===== src/shared/ocs_pkg.sv =====
package ocs_pkg;

    // ------------------------------------------------------------
    // Register map
    // ------------------------------------------------------------
    localparam int          ADDR_W        = 8;
    localparam int          DATA_W        = 16;
    localparam int          RATIO_W       = 5;
    localparam int          SRC_W         = 3;
    localparam logic [7:0]  CTRL_ADDR     = 8'h0d;
    localparam logic [15:0] CTRL_RESET    = 16'h2f80;
    localparam logic [15:0] CTRL_RD_MASK  = 16'h3fff;
    localparam logic [15:0] RD_ZERO       = 16'h0000;

    // ------------------------------------------------------------
    // Field positions
    // ------------------------------------------------------------
    localparam int          EN_BIT        = 13;
    localparam int          PD_BIT        = 12;
    localparam int          DIV_LSB       = 4;
    localparam int          SEL_LSB       = 0;
    localparam int          FIELD_W       = 4;

    // ------------------------------------------------------------
    // Divide codes and ratios
    // ------------------------------------------------------------
    localparam logic [3:0]  DIV_CODE_1    = 4'h0;
    localparam logic [3:0]  DIV_CODE_2    = 4'h4;
    localparam logic [3:0]  DIV_CODE_4    = 4'h8;
    localparam logic [3:0]  DIV_CODE_8    = 4'h9;
    localparam logic [3:0]  DIV_CODE_16   = 4'ha;
    localparam logic [3:0]  DIV_CODE_5    = 4'hc;
    localparam logic [3:0]  DIV_CODE_10   = 4'hd;
    localparam logic [3:0]  DIV_CODE_20   = 4'he;
    localparam logic [3:0]  DIV_CODE_25   = 4'hf;
    localparam logic [4:0]  RATIO_NONE    = 5'h00;
    localparam logic [4:0]  RATIO_1       = 5'h01;
    localparam logic [4:0]  RATIO_2       = 5'h02;
    localparam logic [4:0]  RATIO_4       = 5'h04;
    localparam logic [4:0]  RATIO_5       = 5'h05;
    localparam logic [4:0]  RATIO_8       = 5'h08;
    localparam logic [4:0]  RATIO_10      = 5'h0a;
    localparam logic [4:0]  RATIO_16      = 5'h10;
    localparam logic [4:0]  RATIO_20      = 5'h14;
    localparam logic [4:0]  RATIO_25      = 5'h19;

    // ------------------------------------------------------------
    // Source indices
    // ------------------------------------------------------------
    localparam logic [2:0]  SRC_HS_RX     = 3'h0;
    localparam logic [2:0]  SRC_HS_TX     = 3'h1;
    localparam logic [2:0]  SRC_VCO_DIV4  = 3'h2;
    localparam logic [2:0]  SRC_LS_RX     = 3'h3;
    localparam logic [2:0]  SRC_LS_TX     = 3'h4;
    localparam logic [2:0]  SRC_NONE      = 3'h7;

    // ------------------------------------------------------------
    // Carriers
    // ------------------------------------------------------------
    typedef struct packed {
        logic              wr;
        logic              rd;
        logic [ADDR_W-1:0] addr;
        logic [DATA_W-1:0] wdata;
    } ocs_bus_req_t;

    typedef struct packed {
        logic hs_rx_byte;
        logic hs_tx_byte;
        logic vco_div4;
        logic ls_rx_byte;
        logic ls_tx_byte;
    } ocs_src_t;

endpackage : ocs_pkg


===== src/ocs_top.sv =====
`timescale 1ns/1ps
`default_nettype none
// Function
// - Bits 15:14 of the control register always read as zero.
// - With the enable bit clear the output pair is held at a fixed level.
// - With the enable bit set (its default) the divided clock toggles on the pair.
// - The power-down bit (default zero) turns the output pair off.
// - Bits 11:8 are plain storage that resets to all ones.
// - The divide field in bits 7:4 divides the selected source before the pair.
// - Divide codes 0000, 0100, 1000, 1001, 1010 give ratios 1, 2, 4, 8, 16.
// - Divide codes 1100 to 1111 give 5, 10, 20, 25; the other codes are reserved.
// - The select field in bits 3:0, reset zero, chooses the source clock.
// - Codes 00x0 pick the fast recovered byte clock and 00x1 the fast transmit one.
// - Codes 010x pick the fast receiver oscillator divided by four.
// - 0110 picks the slow recovered byte clock, 0111 the slow transmit one; 1xxx reserved.
// - The control register resets to 2f80 hex.
module ocs_top
    import ocs_pkg::*;
(
    // Clock and reset
    input  wire logic                 clk,
    input  wire logic                 rst,
    // Register port
    input  wire ocs_pkg::ocs_bus_req_t bus_req,
    output logic [ocs_pkg::DATA_W-1:0] rd_data_ff,
    // Clock sources, sampled levels
    input  wire ocs_pkg::ocs_src_t    src_in,
    // Clock output pair
    output logic                      clock_output_pair_p_ff,
    output logic                      clock_output_pair_n_ff,
    output logic                      clock_output_pair_pd_ff
);
    import ocs_pkg::*;

    // ------------------------------------------------------------
    // Decoders
    // ------------------------------------------------------------
    function automatic logic [RATIO_W-1:0] ocs_ratio(input logic [3:0] code);
        logic [RATIO_W-1:0] r;
        r = RATIO_NONE;
        case (code)
            DIV_CODE_1:  r = RATIO_1;
            DIV_CODE_2:  r = RATIO_2;
            DIV_CODE_4:  r = RATIO_4;
            DIV_CODE_8:  r = RATIO_8;
            DIV_CODE_16: r = RATIO_16;
            DIV_CODE_5:  r = RATIO_5;
            DIV_CODE_10: r = RATIO_10;
            DIV_CODE_20: r = RATIO_20;
            DIV_CODE_25: r = RATIO_25;
            default:     r = RATIO_NONE;
        endcase
        return r;
    endfunction : ocs_ratio

    function automatic logic [SRC_W-1:0] ocs_src_idx(input logic [3:0] code);
        logic [SRC_W-1:0] s;
        s = SRC_NONE;
        if (code[3]) begin
            s = SRC_NONE;
        end else if (code[2:1] == 2'h2) begin
            s = SRC_VCO_DIV4;
        end else if (code[2] == 1'b0) begin
            s = code[0] ? SRC_HS_TX : SRC_HS_RX;
        end else begin
            s = code[0] ? SRC_LS_TX : SRC_LS_RX;
        end
        return s;
    endfunction : ocs_src_idx

    // ------------------------------------------------------------
    // Control register
    // ------------------------------------------------------------
    logic [DATA_W-1:0] ctrl_ff;
    logic              hit_wr;
    logic              hit_rd;

    always_comb begin
        hit_wr = bus_req.wr & (bus_req.addr == CTRL_ADDR);
        hit_rd = bus_req.rd & (bus_req.addr == CTRL_ADDR);
    end

    // Top two bits never stored, so they cannot leak into a read
    always_ff @(posedge clk or posedge rst) begin
        if (rst) begin
            ctrl_ff <= CTRL_RESET;
        end else if (hit_wr) begin
            ctrl_ff <= bus_req.wdata & CTRL_RD_MASK;
        end
    end

    // Read data stands for exactly one cycle; unmapped reads give zero
    always_ff @(posedge clk or posedge rst) begin
        if (rst) begin
            rd_data_ff <= RD_ZERO;
        end else if (hit_rd) begin
            rd_data_ff <= ctrl_ff & CTRL_RD_MASK;
        end else begin
            rd_data_ff <= RD_ZERO;
        end
    end

    // ------------------------------------------------------------
    // Applied setting
    // ------------------------------------------------------------
    logic [3:0]         sel_field;
    logic [3:0]         div_field;
    logic [SRC_W-1:0]   act_src_ff;
    logic [RATIO_W-1:0] act_ratio_ff;
    logic [SRC_W-1:0]   nxt_src;
    logic [RATIO_W-1:0] nxt_ratio;
    logic               act_hold;
    logic               div_bound;
    logic               load;
    logic               pending;

    always_comb begin
        sel_field = ctrl_ff[SEL_LSB +: FIELD_W];
        div_field = ctrl_ff[DIV_LSB +: FIELD_W];
        nxt_src   = ocs_src_idx(sel_field);
        nxt_ratio = ocs_ratio(div_field);
        act_hold  = (act_src_ff == SRC_NONE) | (act_ratio_ff == RATIO_NONE);
        pending   = (nxt_src != act_src_ff) | (nxt_ratio != act_ratio_ff);
        // Swap only at a period end, or at once when the active source or ratio is reserved
        load      = pending & (div_bound | act_hold);
    end

    always_ff @(posedge clk or posedge rst) begin
        if (rst) begin
            act_src_ff   <= SRC_HS_RX;
            act_ratio_ff <= RATIO_4;
        end else if (load) begin
            act_src_ff   <= nxt_src;
            act_ratio_ff <= nxt_ratio;
        end
    end

    // ------------------------------------------------------------
    // Source mux and divider
    // ------------------------------------------------------------
    logic src_level;
    logic div_out;

    always_comb begin
        case (act_src_ff)
            SRC_HS_RX:    src_level = src_in.hs_rx_byte;
            SRC_HS_TX:    src_level = src_in.hs_tx_byte;
            SRC_VCO_DIV4: src_level = src_in.vco_div4;
            SRC_LS_RX:    src_level = src_in.ls_rx_byte;
            SRC_LS_TX:    src_level = src_in.ls_tx_byte;
            default:      src_level = 1'b0;
        endcase
    end

    ocs_div #(
        .RATIO_W (RATIO_W)
    ) u_div (
        .clk     (clk),
        .rst     (rst),
        .src     (src_level),
        .ratio   (act_ratio_ff),
        .clear   (load),
        .div_out (div_out),
        .bound   (div_bound)
    );

    // ------------------------------------------------------------
    // Output stage
    // ------------------------------------------------------------
    logic en_bit;
    logic pd_bit;
    logic nxt_p;
    logic nxt_n;

    always_comb begin
        en_bit = ctrl_ff[EN_BIT];
        pd_bit = ctrl_ff[PD_BIT];
        if (pd_bit) begin
            nxt_p = 1'b0;
            nxt_n = 1'b0;
        end else if (!en_bit || act_hold) begin
            nxt_p = 1'b0;
            nxt_n = 1'b1;
        end else begin
            nxt_p = div_out;
            nxt_n = ~div_out;
        end
    end

    always_ff @(posedge clk or posedge rst) begin
        if (rst) begin
            clock_output_pair_p_ff  <= 1'b0;
            clock_output_pair_n_ff  <= 1'b1;
            clock_output_pair_pd_ff <= 1'b0;
        end else begin
            clock_output_pair_p_ff  <= nxt_p;
            clock_output_pair_n_ff  <= nxt_n;
            clock_output_pair_pd_ff <= pd_bit;
        end
    end
endmodule : ocs_top
`default_nettype wire


===== src/ocs_div.sv =====
`timescale 1ns/1ps
`default_nettype none
module ocs_div #(
    parameter int RATIO_W = 5
) (
    // Clock and reset
    input  wire logic               clk,
    input  wire logic               rst,
    // Source and setting
    input  wire logic               src,
    input  wire logic [RATIO_W-1:0] ratio,
    input  wire logic               clear,
    // Divided clock and period-end strobe
    output logic                    div_out,
    output logic                    bound
);
    logic               src_q_ff;
    logic [RATIO_W-1:0] cnt_ff;
    logic               out_ff;
    logic               wrap_ff;
    logic               rise;
    logic [RATIO_W:0]   half;
    logic [RATIO_W-1:0] nxt_cnt;
    logic [RATIO_W-1:0] last;

    always_comb begin
        rise    = src & ~src_q_ff;
        half    = ({1'b0, ratio} + {{RATIO_W{1'b0}}, 1'b1}) >> 1;
        last    = ratio - {{(RATIO_W-1){1'b0}}, 1'b1};
        // Pending restart: next source edge opens a full period, so no short pulse
        nxt_cnt = (wrap_ff || (cnt_ff >= last)) ? '0 : cnt_ff + {{(RATIO_W-1){1'b0}}, 1'b1};
        bound   = rise & (wrap_ff | (cnt_ff >= last));
        div_out = (ratio == {{(RATIO_W-1){1'b0}}, 1'b1}) ? (src_q_ff & ~wrap_ff) : out_ff;
    end

    always_ff @(posedge clk or posedge rst) begin
        if (rst) begin
            src_q_ff <= 1'b0;
        end else begin
            src_q_ff <= src;
        end
    end

    always_ff @(posedge clk or posedge rst) begin
        if (rst) begin
            cnt_ff  <= '0;
            out_ff  <= 1'b0;
            wrap_ff <= 1'b1;
        end else if (clear) begin
            // Low until the new source edge; stretches low, never cuts high
            cnt_ff  <= '0;
            out_ff  <= 1'b0;
            wrap_ff <= 1'b1;
        end else if (rise) begin
            cnt_ff  <= nxt_cnt;
            out_ff  <= ({1'b0, nxt_cnt} < half);
            wrap_ff <= 1'b0;
        end
    end

endmodule : ocs_div
`default_nettype wire


===== config.mk =====
export PLATFORM = sky130hd
export DESIGN_NAME = ocs_top
export DESIGN_NICKNAME = d
export VERILOG_FILES = /design/src/shared/ocs_pkg.sv /design/src/ocs_top.sv /design/src/ocs_div.sv
export SDC_FILE = /design/constraint.sdc
export NUM_CORES = 1
export LEC_CHECK = 0
export BUFFER_PORTS_ARGS = -buffer_cell sky130_fd_sc_hd__buf_4
export CORE_MARGIN = 2
export CORE_UTILIZATION = 50
export CTS_BUF_LIST = sky130_fd_sc_hd__clkbuf_4 sky130_fd_sc_hd__clkbuf_8 sky130_fd_sc_hd__clkbuf_16
export DETAILED_ROUTE_END_ITERATION = 8
export PLACE_DENSITY = 0.74
export SLEW_MARGIN = 20
export SYNTH_ARGS = -nofsm -noshare
export SYNTH_HDL_FRONTEND = slang
export SYNTH_HIERARCHICAL = 1
export SYNTH_SLANG_ARGS = --single-unit
export TNS_END_PERCENT = 1

===== constraint.sdc =====
create_clock -name clk -period 3.65 [get_ports clk]
set_input_delay 0.365 -clock clk [delete_from_list [all_inputs] [get_ports clk]]
set_output_delay 0.365 -clock clk [all_outputs]
set_load 0.005 [all_outputs]

* Word-level counts from Yosys, hierarchy flattened
Memory sizes are Yosys's and may differ from the RTL's. Index checks and enable logic that the tools add are counted.
Word-level totals: register bits after elaboration 49, latch bits 0, bits in writable memories 0, memory bits (read-only) 80, input bits 33, word-level logic and storage cells 65, memories kept 1
Cells by class: add/subtract/negate cells 3, multipliers 0, divide/modulo/power cells 0, magnitude comparators 2, equal/unequal tests 10, shift-type cells 0, multiplexer cells 19, bitwise gates (word level) 13, reduce and logical (&&, ||, !) cells 6
Memory list:
- (name not given) | words 16, width 5, rd ports 1, clocked after memory_dff 0, write ports 0, line ocs_top.sv:41 | case (code)
Operators by type and width (count):
- $mux W5 | 3
- $mux W14 | 1
- $mux W3 | 4
- $mux W1 | 10
- $eq A8 B4 Y1 const B | 1
- $add A5 B1 Y6 const B | 1
- $and A1 B1 Y1 | 6
- $eq A3 B2 Y1 const B | 2
- $eq A3 B3 Y1 const B | 2
- $add A5 B1 Y5 const B | 1
- $eq A5 B1 Y1 const B | 1
- $ge A5 B5 Y1 | 1
- $logic_not A5 Y1 | 1
- $lt A5 B5 Y1 | 1
- $ne A5 B5 Y1 | 1
- $pmux W1 S5 | 1
- $sub A5 B1 Y5 const B | 1
- $or A1 B1 Y1 | 4
- $eq A3 B1 Y1 const B | 1
- $logic_not A3 Y1 | 1
- $ne A3 B3 Y1 | 1
- $not A1 Y1 | 3
- $eq A2 B2 Y1 const B | 1
- $logic_or A1 B1 Y1 | 2
- 2 further kinds | 2

* Logic depth before layout (Yosys ltp)
Gate-level depths: netlist of run 1.
word-level depth 8, gate-level depth with buffers 16, depth with buffers taken out 13

* Cells and area by module
The synthesis of run 1 kept the hierarchy.
By module, submodules not included:
- ocs_top | times used 1, cells an instance 149, area each 1816.7 µm², seq. area each 985.9 µm²
- ocs_div | times used 1, cells an instance 94, area each 800.8 µm², seq. area each 201.4 µm²

* Worst setup path before layout of run 1
OpenSTA, ideal clock, no wires.
path type flip-flop to flip-flop, start register act_ratio_ff[0], end register u_div.out_ff, library setup time 76 ps, arrival time 2816 ps, required time 3574 ps, slack 757 ps, cell stages (with the launch flop) 17, buffers on the path 3, clock period less this slack 2893 ps, path through dfrtp_1 > inv_1 > ha_1 > nand2_1 > xor2_1 > ha_1 > a211o_1 > a31oi_2 > buf_6 > nor2_1 > nor2b_1 > clkbuf_1 > a41oi_1 > buf_2 > nor3_1 > nand3_1 > o21ai_1
On the way: word-level cells in the longest chain between the ends 7
RTL lines:
- start: declaration | line ocs_top.sv:109 | logic [RATIO_W-1:0] act_ratio_ff;
- start signal: assignment | line ocs_top.sv:134 | act_ratio_ff <= nxt_ratio;
- $sub A5 B1 Y5 * | line ocs_div.sv:29 | last = ratio - {{(RATIO_W-1){1'b0}}, 1'b1};
- $ge A5 B5 Y1 * | line ocs_div.sv:32 | bound = rise & (wrap_ff | (cnt_ff >= last));
- $or A1 B1 Y1 * | line ocs_div.sv:32
- $and A1 B1 Y1 * | line ocs_div.sv:32
- via div_bound | line ocs_top.sv:113 | logic div_bound;
- $or A1 B1 Y1 * | line ocs_top.sv:125 | load = pending & (div_bound | act_hold);
- $and A1 B1 Y1 * | line ocs_top.sv:125
- via load | line ocs_top.sv:114 | logic load;
- $mux W1 / $reduce_bool A2 Y1 (equally long branches)
- end signal: assignment | line ocs_div.sv:56 | out_ff <= ({1'b0, nxt_cnt} < half);
- end: declaration | line ocs_div.sv:19 | logic out_ff;
The timed path passes the listed nets; every way through them passes the cells marked *. The select of a mux whose other input is x is not followed. A chain may end at the register's enable or synchronous reset.

* Worst setup path after layout of run 1
start register act_ratio_ff[0], end register u_div.out_ff
On the way: word-level cells in the longest chain between the ends 7
RTL lines (line):
- $sub A5 B1 Y5 | ocs_div.sv:29
- $ge A5 B5 Y1 | ocs_div.sv:31, ocs_div.sv:32
- $logic_or A1 B1 Y1 / $or A1 B1 Y1 (equally long branches) | ocs_div.sv:31, ocs_div.sv:32
- $mux W5 / $and A1 B1 Y1 (equally long branches) | ocs_div.sv:31, ocs_div.sv:32
- $lt A5 B5 Y1 / $or A1 B1 Y1 (equally long branches) | ocs_div.sv:56, ocs_top.sv:125
- $mux W1 / $and A1 B1 Y1 (equally long branches) | ocs_div.sv:54, ocs_top.sv:125
- $mux W1 / $reduce_bool A2 Y1 (equally long branches)
Parallel ways exist; a longest one is shown, timed or not. The select of a mux whose other input is x is not followed.

==> reports/results.tsv, run 1 <==
stage	metric	value	unit
setup_path	critical path class	reg -> reg	
floorplan	Die Y	76.36	um
drt	DR iter-0 viols	81	
drt	post-DR wirelength/cell	13.10	um
pwr	Leakage	1.558	nW
floorplan	# IOs	52	
clocking	H-tree Lvls	2	
worst_hold_path	hold crit path type	in -> async	
grt	initial antenna violation count	0	
synth	Syn Area/Cell	10.77	um2
clocking	CTS Root Cell	clkbuf_8	
floorplan	Die Wd	76.36	um
timing	Slew Viols, Final	0	
timing	Final Cycle Share	86.63	%
clocking	post-CTS setup repair buffer count	0	
floorplan	initial core utilization	51.58	%
setup_path	Worst Setup End Kind	register	
clocking	# hold bufs at CTS	0	
synth	most frequent cell after synthesis	dfrtp_1	
pwr	pwr/cell area	297.5	nW/um2
grt	total grt overflow	0	
clocking	insertion delay to the later sink of the worst-skew pair	0.29	ns
synth	Yosys cell types	50	
pwr	Worst IR Drop VDD	0.0002419	V
clocking	Num Clock Sinks	47	
setup_path	Worst setup SP type	register	
cells_and_area	ANT cells	0	
setup_path	Required @ worst endpoint	3.87	ns
timing	unrepaired setup endpoints after global routing	false	
synth	#FFs+latches synth	47	
synth	top cells by area, synth	dfrtp_1 (36%), dfstp_2 (9.0%), ha_1 (8.6%)	
timing	minimum hold slack	0.02078	ns
placed_design	PortBufs	47	
timing	final setup fails	0	
timing	Fmax achieved	316.2	MHz
synth	Async SR Flop Fraction	100.0	%
synth	Yosys warnings	6	
drt	residual DRC count	0	
placed_design	DP HPWL	3671	um
floorplan	core area	5075	um2
synth	EDFF count, synth	0	
synth	Post-Syn Area	2618	um2
run_status	status	complete, no violations	
clocking	Bufs on Longest Clock Path	2	
cells_and_area	share of cells above drive strength 1	31.40	%
timing	Final Hold Fails	0	
setup_path	Critical Path AT	3.39	ns
clocking	post-CTS resize count	0	
drt	met3 wire len	139	um
drt	Routed Antenna Nets	0	
placed_design	RD Place Congestion	0.7842	
synth	area leader, netlist	dfrtp_1	
grt	vias in the first global route	1837	
synth	Synth Instances	243	
timing	Fin Clk Skew	0.003640	ns
grt	first-pass GRT wire length	8273	um
clocking	number of buffers created by CTS	5	
drt	Post-Route WL	4754	um
clocking	clock-pin slew on the worst setup and hold paths	0.09	ns
grt	largest net degree at the start of global routing	40	
drt	met2 wire len	2454	um
drt	Vias	1801	
drt	routed vias/inst	4.961	
timing	TNS Setup	0	ns
floorplan	Std-Cell Rows	26	
clocking	CTS tree	built	
drt	First-pass DRT Iterations	4	
timing	Final min period	3.162	ns
drt	met1 wire length	2120	um
synth	Yosys top cell area share	36.33	%
synth	synth cell count leaders	dfrtp_1 (38), nand2_1 (20), and2_1 (18), ha_1 (18), nor2_1 (14)	
synth	Top FF cell, synth	dfrtp_1	
synth	register area share after synthesis	45.36	%
floorplan	die area	5830	um2
drt	top layer in use	met4	
cells_and_area	nets	343	
cells_and_area	area delta synth->final	19.17	%
setup_path	Crit Path Max Fanout	9	
grt	GR Util All Layers	17.46	%
job	maxcap violations	0	
==> critical path: stages, from the launching register on <==
cell and delay [ns]:
dfrtp_1 0.51, inv_1 0.11, ha_1 0.23, nand2_1 0.08, xor2_1 0.17, ha_1 0.27
a211o_1 0.27, a31oi_2 0.39, and2_1 0.22, ha_1 0.25, and2_0 0.16, a22oi_1 0.20
nand3_1 0.11, o21ai_1 0.13
==> cell type report <==
class	count	area (um2)
Inverter	10	37.54
Clock inverter	3	22.52
Multi-Input combinational cell	177	1333
Clock buffer	5	68.82
Fill cell	459	1956
Timing Repair Buffer	51	382.9
Tap cell	70	87.58
Sequential cell	47	1187
==> placed cells by master, fill, tap and decap left out, types with 2 or more instances in the layout <==
cell	n
nor2b_1	8
o21ai_1	4
nor3_1	6
mux2_4	10
buf_4	51
and2_1	18
o21ai_0	5
conb_1	2
dfrtp_1	38
nand2_1	20
nor2_1	14
xor2_1	4
inv_1	10
clkbuf_8	5
a21oi_1	7
xnor2_1	11
nand3_1	8
a21o_1	2
ha_1	18
nand2b_1	5
a31oi_1	3
dfstp_2	9
o21a_1	2
mux2_2	7
==> flip-flops by register name, summed over array words and instances, names as in the netlist <==
register,cells
act_src_ff,3
clock_output_pair_p_ff,1
clock_output_pair_pd_ff,1
u_div/cnt_ff,5
u_div/wrap_ff,1
u_div/out_ff,1
ctrl_ff,14
rd_data_ff,14
act_ratio_ff,5
clock_output_pair_n_ff,1
u_div/src_q_ff,1
==> report_power, final <==
part	leakage [nW]	total (mW)	internal, mW	switching [mW]
clock	0.0485	0.315	0.137	0.177
combinational	0.908	0.0732	0.0423	0.0309
sequential	0.602	0.540	0.532	0.00841
total	1.56	0.928	0.711	0.217
==> metal layers <==
layer | vias to the layer above | GRT usage, %
li1 | 917 | -
met1 | 852 | 21.47
met2 | 28 | 31.06
met3 | 4 | 3.791
met4 | 0 | 4.545
met5 | - | 0
==> worst paths after layout <==
check	endpoint	startpoint	cells after the start	slack, ns
min	u_div/cnt_ff[0]$_DFFE_PP0P_	rst	2	0.02
min reg2reg	clock_output_pair_pd_ff$_DFF_PP0_	ctrl_ff[12]$_DFFE_PP0P_	0	0.45
max reg2reg	u_div/out_ff$_DFFE_PP0P_	act_ratio_ff[0]$_DFFE_PP0P_	13	0.49
max	u_div/out_ff$_DFFE_PP0P_	act_ratio_ff[0]$_DFFE_PP0P_	13	0.49
max in group asynchronous	ctrl_ff[7]$_DFFE_PP1P_	rst	3	3.11
min in group clk	ctrl_ff[6]$_DFFE_PP0P_	bus_req[6]	2	0.30
==> per-stage QoR <==
stage | instances | setup slack (ns) | area (um2) | power [mW] | utilization (%)
floorplan | 244 | 0.7573 | 2621 | 0.5878 | -
global placement | 355 | 0.5895 | 3028 | 0.6216 | 59.66
detailed placement | 355 | 0.5044 | 3028 | 0.6247 | 59.66
CTS | 363 | 0.4696 | 3119 | 0.9400 | 61.46
global route | 363 | 0.1649 | 3119 | 0.9756 | 61.46
finish | 363 | 0.4878 | 3119 | 0.9280 | 61.46
==> logic make-up (layout without fill, tap and decap cells) <==
family,Yosys count,count (layout),share of synthesized area [%]
mux,18,18,9.608
fa+ha+maj,18,18,8.604
flops,47,47,45.36
compound gates,33,33,8.222
other cells,1,2,0.1433
xor+xnor,15,15,5.019
buf+inv,20,69,3.872
simple gates,91,91,19.17
Note: power is estimated with default switching activity, not from simulation.
==> run 2, diff against run 1 <==
--- a/config.mk
+++ b/config.mk
@@ -7,10 +7,11 @@
 export LEC_CHECK = 0
 export BUFFER_PORTS_ARGS = -buffer_cell sky130_fd_sc_hd__buf_4
 export CORE_MARGIN = 2
-export CORE_UTILIZATION = 50
+export CORE_UTILIZATION = 55
 export CTS_BUF_LIST = sky130_fd_sc_hd__clkbuf_4 sky130_fd_sc_hd__clkbuf_8 sky130_fd_sc_hd__clkbuf_16
 export DETAILED_ROUTE_END_ITERATION = 8
-export PLACE_DENSITY = 0.74
+export PLACE_DENSITY = 0.8
+export REMOVE_ABC_BUFFERS = 1
 export SLEW_MARGIN = 20
 export SYNTH_ARGS = -nofsm -noshare
 export SYNTH_HDL_FRONTEND = slang
==> reports/results.tsv, run 2 (same netlist as run 1, synthesis figures left out) <==
stage	metric	value	unit	change
cells_and_area	Finished Layout Cells	347		-4.4%
grt	first-pass GRT wire length	7962	um	-3.8%
run_status	status	complete, no violations		
clocking	# hold bufs at CTS	0		unchanged
grt	met1 Track Usage GR	25.00	%	+3.5 points
floorplan	Std-Cell Rows	25		-3.8%
grt	met2 usage	32.13	%	+1.1 points
floorplan	Die Wd	72.99	um	-4.4%
placed_design	placed cell count	339		-4.5%
timing	Final min period	3.106	ns	-0.05601 ns
cells_and_area	top flop regs	ctrl_ff x14, rd_data_ff x14		
placed_design	PortBufs	47		unchanged
grt	total grt overflow	0		unchanged
setup_path	Worst setup SP type	register		
clocking	post-CTS resize count	0		unchanged
clocking	number of buffers created by CTS	5		unchanged
cells_and_area	area delta synth->final	18.45	%	
clocking	Num Clock Sinks	47		unchanged
clocking	CTS tree	built		
timing	final setup fails	0		unchanged
cells_and_area	ANT cells	0		unchanged
drt	Post-Route WL	4622	um	-2.8%
drt	DR iter-0 viols	68		-16%
worst_hold_path	hold crit path type	in -> async		
timing	minimum hold slack	0.006521	ns	-0.01426 ns
grt	initial antenna violation count	0		unchanged
timing	Slew Viols, Final	0		unchanged
pwr	Worst IR Drop VDD	0.0001639	V	-32%
clocking	post-CTS setup repair buffer count	0		unchanged
cells_and_area	commonest cells after routing, fill and taps aside	buf_4 (51), dfrtp_1 (38), nand2_1 (20), and2_1 (18), ha_1 (18)		
floorplan	die area	5327	um2	-8.6%
setup_path	Required @ worst endpoint	3.88	ns	about the same
timing	Final WS setup	0.5439	ns	+0.05600 ns
setup_path	Worst Setup End Kind	register		
drt	residual DRC count	0		unchanged
setup_path	Crit Path Max Fanout	9		unchanged
timing	Fmax achieved	321.9	MHz	+1.8%
drt	Routed Antenna Nets	0		unchanged
grt	GR Util All Layers	19.63	%	+2.2 points
grt	vias in the first global route	1808		-1.6%
floorplan	Die Y	72.99	um	-4.4%
timing	TNS Setup	0	ns	unchanged
placed_design	RD Place Congestion	0.7995		+2.0%
drt	Vias	1888		+4.8%
timing	Final Cycle Share	85.10	%	-1.5 points
clocking	clock-pin slew on the worst setup and hold paths	0.09	ns	about the same
placed_design	DP HPWL	3501	um	-4.6%
clocking	Bufs on Longest Clock Path	2		unchanged
pwr	Leakage	1.555	nW	-0.21%
timing	Fin Clk Skew	0.006981	ns	+0.003340 ns
drt	First-pass DRT Iterations	4		unchanged
floorplan	core area	4661	um2	-8.2%
setup_path	Critical Path Slowest Stage Cell	dfrtp_1		
cells_and_area	nets	343		unchanged
clocking	insertion delay to the later sink of the worst-skew pair	0.30	ns	about the same
cells_and_area	Multi-input gate area	1333	um2	unchanged
grt	met3 usage	4.972	%	+1.2 points
drt	post-DR wirelength/cell	13.32	um	+1.7%
setup_path	Critical Path AT	3.34	ns	-0.05 ns
grt	GR peak layer	met2		
clocking	H-tree Lvls	2		unchanged
setup_path	max incr delay on CP	0.50	ns	about the same
cells_and_area	final core utilization	66.52	%	+5.1 points
pwr	pwr/cell area	301.2	nW/um2	+1.2%
floorplan	# IOs	52		unchanged
setup_path	Cell Chain, Critical Path	inv_1 -> ha_1 -> nand2_1 -> xor2_1 -> ha_1 -> a211o_1 -> a31oi_2 -> o21a_1 -> ha_1 -> and2_0 -> a22oi_1 -> nand3_1 -> o21ai_1		
setup_path	most frequent CP cell	ha_1		
placed_design	pre-CTS setup slack	0.5493	ns	+0.04495 ns
cells_and_area	share of cells above drive strength 1	31.40	%	unchanged
setup_path	critical path class	reg -> reg		
drt	routed vias/inst	5.441		+9.7%
grt	largest net degree at the start of global routing	40		unchanged
clocking	CTS Root Cell	clkbuf_8		
cells_and_area	Sequential Area	1187	um2	unchanged
cells_and_area	fill cell total of the finished layout	347		-24%
cells_and_area	commonest non-fill, non-tap cell in the layout	buf_4		
floorplan	initial core utilization	56.16	%	+4.6 points
timing	unrepaired setup endpoints after global routing	false		
timing	Final Hold Fails	0		unchanged
job	maxcap violations	0		unchanged
-- run 2: cell types whose count changed in the layout (fill, tap and decap cells not counted), sizes merged --
cell	previous run	this run
clkbuf	5	6
clkinv	2	0
clkinvlp	0	1
-- run 2: final cells by class --
| class | instances | area share [%] |
|---|---|---|
| Tap cell | 54 | 2.179 |
| Inverter | 10 | 1.211 |
| Sequential cell | 47 | 38.30 |
| Clock buffer | 6 | 2.462 |
| Multi-Input combinational cell | 177 | 42.98 |
| Clock inverter | 2 | 0.5246 |
| Timing Repair Buffer | 51 | 12.35 |
-- run 2: metal layers --
layer / wire length [um] / part of all wire (%) / vias to the layer above
li1: - / - / 921
met1: 2025 / 44 / 909
met2: 2323 / 50 / 53
met3: 204 / 4.4 / 5
met4: 68 / 1.5 / 0
met5: 0 / 0 / -
-- run 2: where the power goes --
part           internal (mW)  leakage (nW)  switching (mW)  total [mW]
clock network          0.145        0.0452           0.176       0.321
registers              0.532         0.602         0.00819       0.540
logic                 0.0424         0.908          0.0303      0.0726
total                  0.719          1.56           0.215       0.934
-- run 2: worst paths after layout --
check	cells past startpoint	slack [ns]	to	from
worst max-delay path	13	0.54	u_div/out_ff$_DFFE_PP0P_	act_ratio_ff[0]$_DFFE_PP0P_
worst min-delay path	2	0.007	u_div/src_q_ff$_DFF_PP0_	rst
worst max register to register	13	0.54	u_div/out_ff$_DFFE_PP0P_	act_ratio_ff[0]$_DFFE_PP0P_
worst min register to register	0	0.44	clock_output_pair_pd_ff$_DFF_PP0_	ctrl_ff[12]$_DFFE_PP0P_
max in group asynchronous	3	3.11	ctrl_ff[11]$_DFFE_PP1P_	rst
min in group clk	2	0.29	ctrl_ff[1]$_DFFE_PP0P_	bus_req[1]
-- run 2: stage by stage --
stage	power (mW)	cell area, um2
after floorplan	0.5859	2557
after global placement	0.6213	3008
after detailed placement	0.6242	3008
after CTS	0.9507	3100
after global routing	0.9799	3100
final	0.9338	3100
-- run 2: critical path, delay by kind of cell (launching register included) --
kind                     cells  cell delay (ns)
buffers and inverters        1             0.11
flip-flops                   1             0.50
AND/OR/NAND/NOR              3             0.35
adder cells (fa/ha/maj)      3             0.72
AO/OA/AOI/OAI                5             1.19
XOR/XNOR                     1             0.16
==> run 3, diff against run 2 <==
--- a/config.mk
+++ b/config.mk
@@ -11,6 +11,7 @@
 export CTS_BUF_LIST = sky130_fd_sc_hd__clkbuf_4 sky130_fd_sc_hd__clkbuf_8 sky130_fd_sc_hd__clkbuf_16
 export DETAILED_ROUTE_END_ITERATION = 8
 export PLACE_DENSITY = 0.8
+export RECOVER_POWER = 50
 export REMOVE_ABC_BUFFERS = 1
 export SLEW_MARGIN = 20
 export SYNTH_ARGS = -nofsm -noshare
==> reports/results.tsv, run 3 (same netlist as run 1, synthesis figures left out) <==
stage	metric	value	unit	change
drt	routed vias/inst	5.418		-0.42%
grt	first-pass GRT wire length	7962	um	unchanged
drt	First-pass DRT Iterations	5		+1
setup_path	Worst R2R Path Depth	13		unchanged
grt	total grt overflow	0		unchanged
clocking	post-CTS resize count	0		unchanged
cells_and_area	ANT cells	0		unchanged
job	maxcap violations	1		+1
cells_and_area	area delta synth->final	18.31	%	
timing	Fmax achieved	321.9	MHz	about the same
setup_path	Worst setup SP type	register		
cells_and_area	share of cells above drive strength 1	31.06	%	-0.34 points
run_status	violated checks	capacitance limit, slew limit		
timing	final setup fails	0		unchanged
worst_hold_path	hold crit path type	in -> async		
clocking	insertion delay to the later sink of the worst-skew pair	0.30	ns	about the same
grt	GR Util All Layers	19.63	%	unchanged
run_status	status	finished, violations left		
setup_path	r2r setup slk	0.54	ns	about the same
timing	Final Cycle Share	85.11	%	about the same
setup_path	Required @ worst endpoint	3.88	ns	about the same
clocking	CTS Root Cell	clkbuf_8		
floorplan	initial core utilization	56.16	%	unchanged
setup_path	r2r endpoint	u_div/out_ff$_DFFE_PP0P_		
pwr	Tot Pwr	0.9334	mW	about the same
pwr	Worst IR Drop VDD	0.0001638	V	about the same
timing	TNS Setup	0	ns	unchanged
placed_design	PortBufs	47		unchanged
timing	Slew Viols, Final	40		+40
timing	Final Hold Fails	0		unchanged
setup_path	most frequent CP cell	ha_1		
floorplan	die area	5327	um2	unchanged
setup_path	max incr delay on CP	0.50	ns	about the same
clocking	clock-pin slew on the worst setup and hold paths	0.09	ns	about the same
timing	minimum hold slack	0.009544	ns	+0.003023 ns
grt	largest net degree at the start of global routing	40		unchanged
setup_path	Critical Path Slowest Stage Cell	dfrtp_1		
floorplan	# IOs	52		unchanged
floorplan	Die Wd	72.99	um	unchanged
setup_path	Top Family by Delay on Critical Path	compound AO/OA/AOI/OAI gates		
drt	Post-Route WL	4627	um	+0.11%
placed_design	RD Place Congestion	0.7995		unchanged
floorplan	Std-Cell Rows	25		unchanged
timing	Fin Clk Skew	0.006910	ns	-0.00007102 ns
clocking	# hold bufs at CTS	0		unchanged
grt	vias in the first global route	1808		unchanged
setup_path	reg2reg start	act_ratio_ff[0]$_DFFE_PP0P_		
setup_path	Crit Path Max Fanout	9		unchanged
drt	post-DR wirelength/cell	13.33	um	+0.11%
clocking	Bufs on Longest Clock Path	2		unchanged
floorplan	core area	4661	um2	unchanged
timing	measured slew at the worst slew-check pin	2.013	ns	
clocking	CTS tree	built		
clocking	number of buffers created by CTS	5		unchanged
setup_path	critical path class	reg -> reg		
drt	residual DRC count	0		unchanged
clocking	H-tree Lvls	2		unchanged
placed_design	DP HPWL	3501	um	unchanged
cells_and_area	nets	343		unchanged
grt	initial antenna violation count	0		unchanged
drt	Routed Antenna Nets	0		unchanged
timing	unrepaired setup endpoints after global routing	false		
drt	DR iter-0 viols	58		-15%
clocking	post-CTS setup repair buffer count	0		unchanged
timing	Final min period	3.106	ns	+0.0002750 ns
cells_and_area	commonest cells after routing, fill and taps aside	buf_4 (42), dfrtp_1 (38), nand2_1 (20), and2_1 (18), ha_1 (18)		
timing	Rel. slew slack	-34.20	%	
cells_and_area	top flop regs	ctrl_ff x14, rd_data_ff x14		
floorplan	Die Y	72.99	um	unchanged
setup_path	CP bufs+invs	1		unchanged
pwr	pwr/cell area	301.4	nW/um2	about the same
cells_and_area	commonest non-fill, non-tap cell in the layout	buf_4		
drt	Vias	1880		-0.42%
setup_path	Worst Setup End Kind	register		
pwr	Leakage	1.547	nW	-0.51%
setup_path	Critical Path AT	3.34	ns	about the same
setup_path	Cell Chain, Critical Path	inv_1 -> ha_1 -> nand2_1 -> xor2_1 -> ha_1 -> a211o_1 -> a31oi_2 -> o21a_1 -> ha_1 -> and2_0 -> a22oi_1 -> nand3_1 -> o21ai_1		
clocking	Num Clock Sinks	47		unchanged
-- run 3: cell count changes in the layout (fill, tap and decap cells not counted) --
cell      before  now
buf_4         51   42
clkbuf_4       1    9
clkbuf_1       0    1
-- run 3: layer usage --
| layer | global-route usage, % | share of wire [%] | vias up |
|---|---|---|---|
| met3 | 4.972 | 3.8 | 5 |
| met4 | 7.407 | 1.5 | 0 |
| li1 | - | - | 921 |
| met5 | 0 | 0 | - |
| met2 | 32.13 | 50 | 48 |
| met1 | 25.00 | 44 | 906 |
-- run 3: how the worst max path moves through the flow --
stage,startpoint,end,slack [ns],cells past startpoint
2_1_floorplan,act_ratio_ff[0]$_DFFE_PP0P_,u_div/out_ff$_DFFE_PP0P_,0.65,13
3_3_place_gp,act_ratio_ff[0]$_DFFE_PP0P_,u_div/out_ff$_DFFE_PP0P_,0.60,13
3_5_place_dp,act_ratio_ff[0]$_DFFE_PP0P_,u_div/out_ff$_DFFE_PP0P_,0.55,13
4_1_cts,act_ratio_ff[0]$_DFFE_PP0P_,u_div/out_ff$_DFFE_PP0P_,0.54,13
5_1_grt,act_ratio_ff[0]$_DFFE_PP0P_,u_div/out_ff$_DFFE_PP0P_,0.27,13
6_report,act_ratio_ff[0]$_DFFE_PP0P_,u_div/out_ff$_DFFE_PP0P_,0.54,13
-- run 3: where the power goes --
group	switching, mW	internal [mW]
logic	0.0303	0.0418
clock network	0.176	0.145
registers	0.00819	0.532
-- run 3: stage by stage --
stage	util, %	cells	worst slack (ns)	instance area, um2
2_1_floorplan	-	234	0.6510	2557
3_3_place_gp	64.54	339	0.6036	3008
3_5_place_dp	64.54	339	0.5493	3008
4_1_cts	66.52	347	0.5389	3100
5_1_grt	66.44	347	0.2732	3097
6_report	66.44	347	0.5436	3097
-- run 3: final cells by class --
type | instances | area [um2]
fill | 349 | 1564
multi-input combinational | 177 | 1333
sequential | 47 | 1187
timing repair buffer | 51 | 379.1
clock buffer | 6 | 76.32
tap | 54 | 67.56
inverter | 10 | 37.54
clock inverter | 2 | 16.27
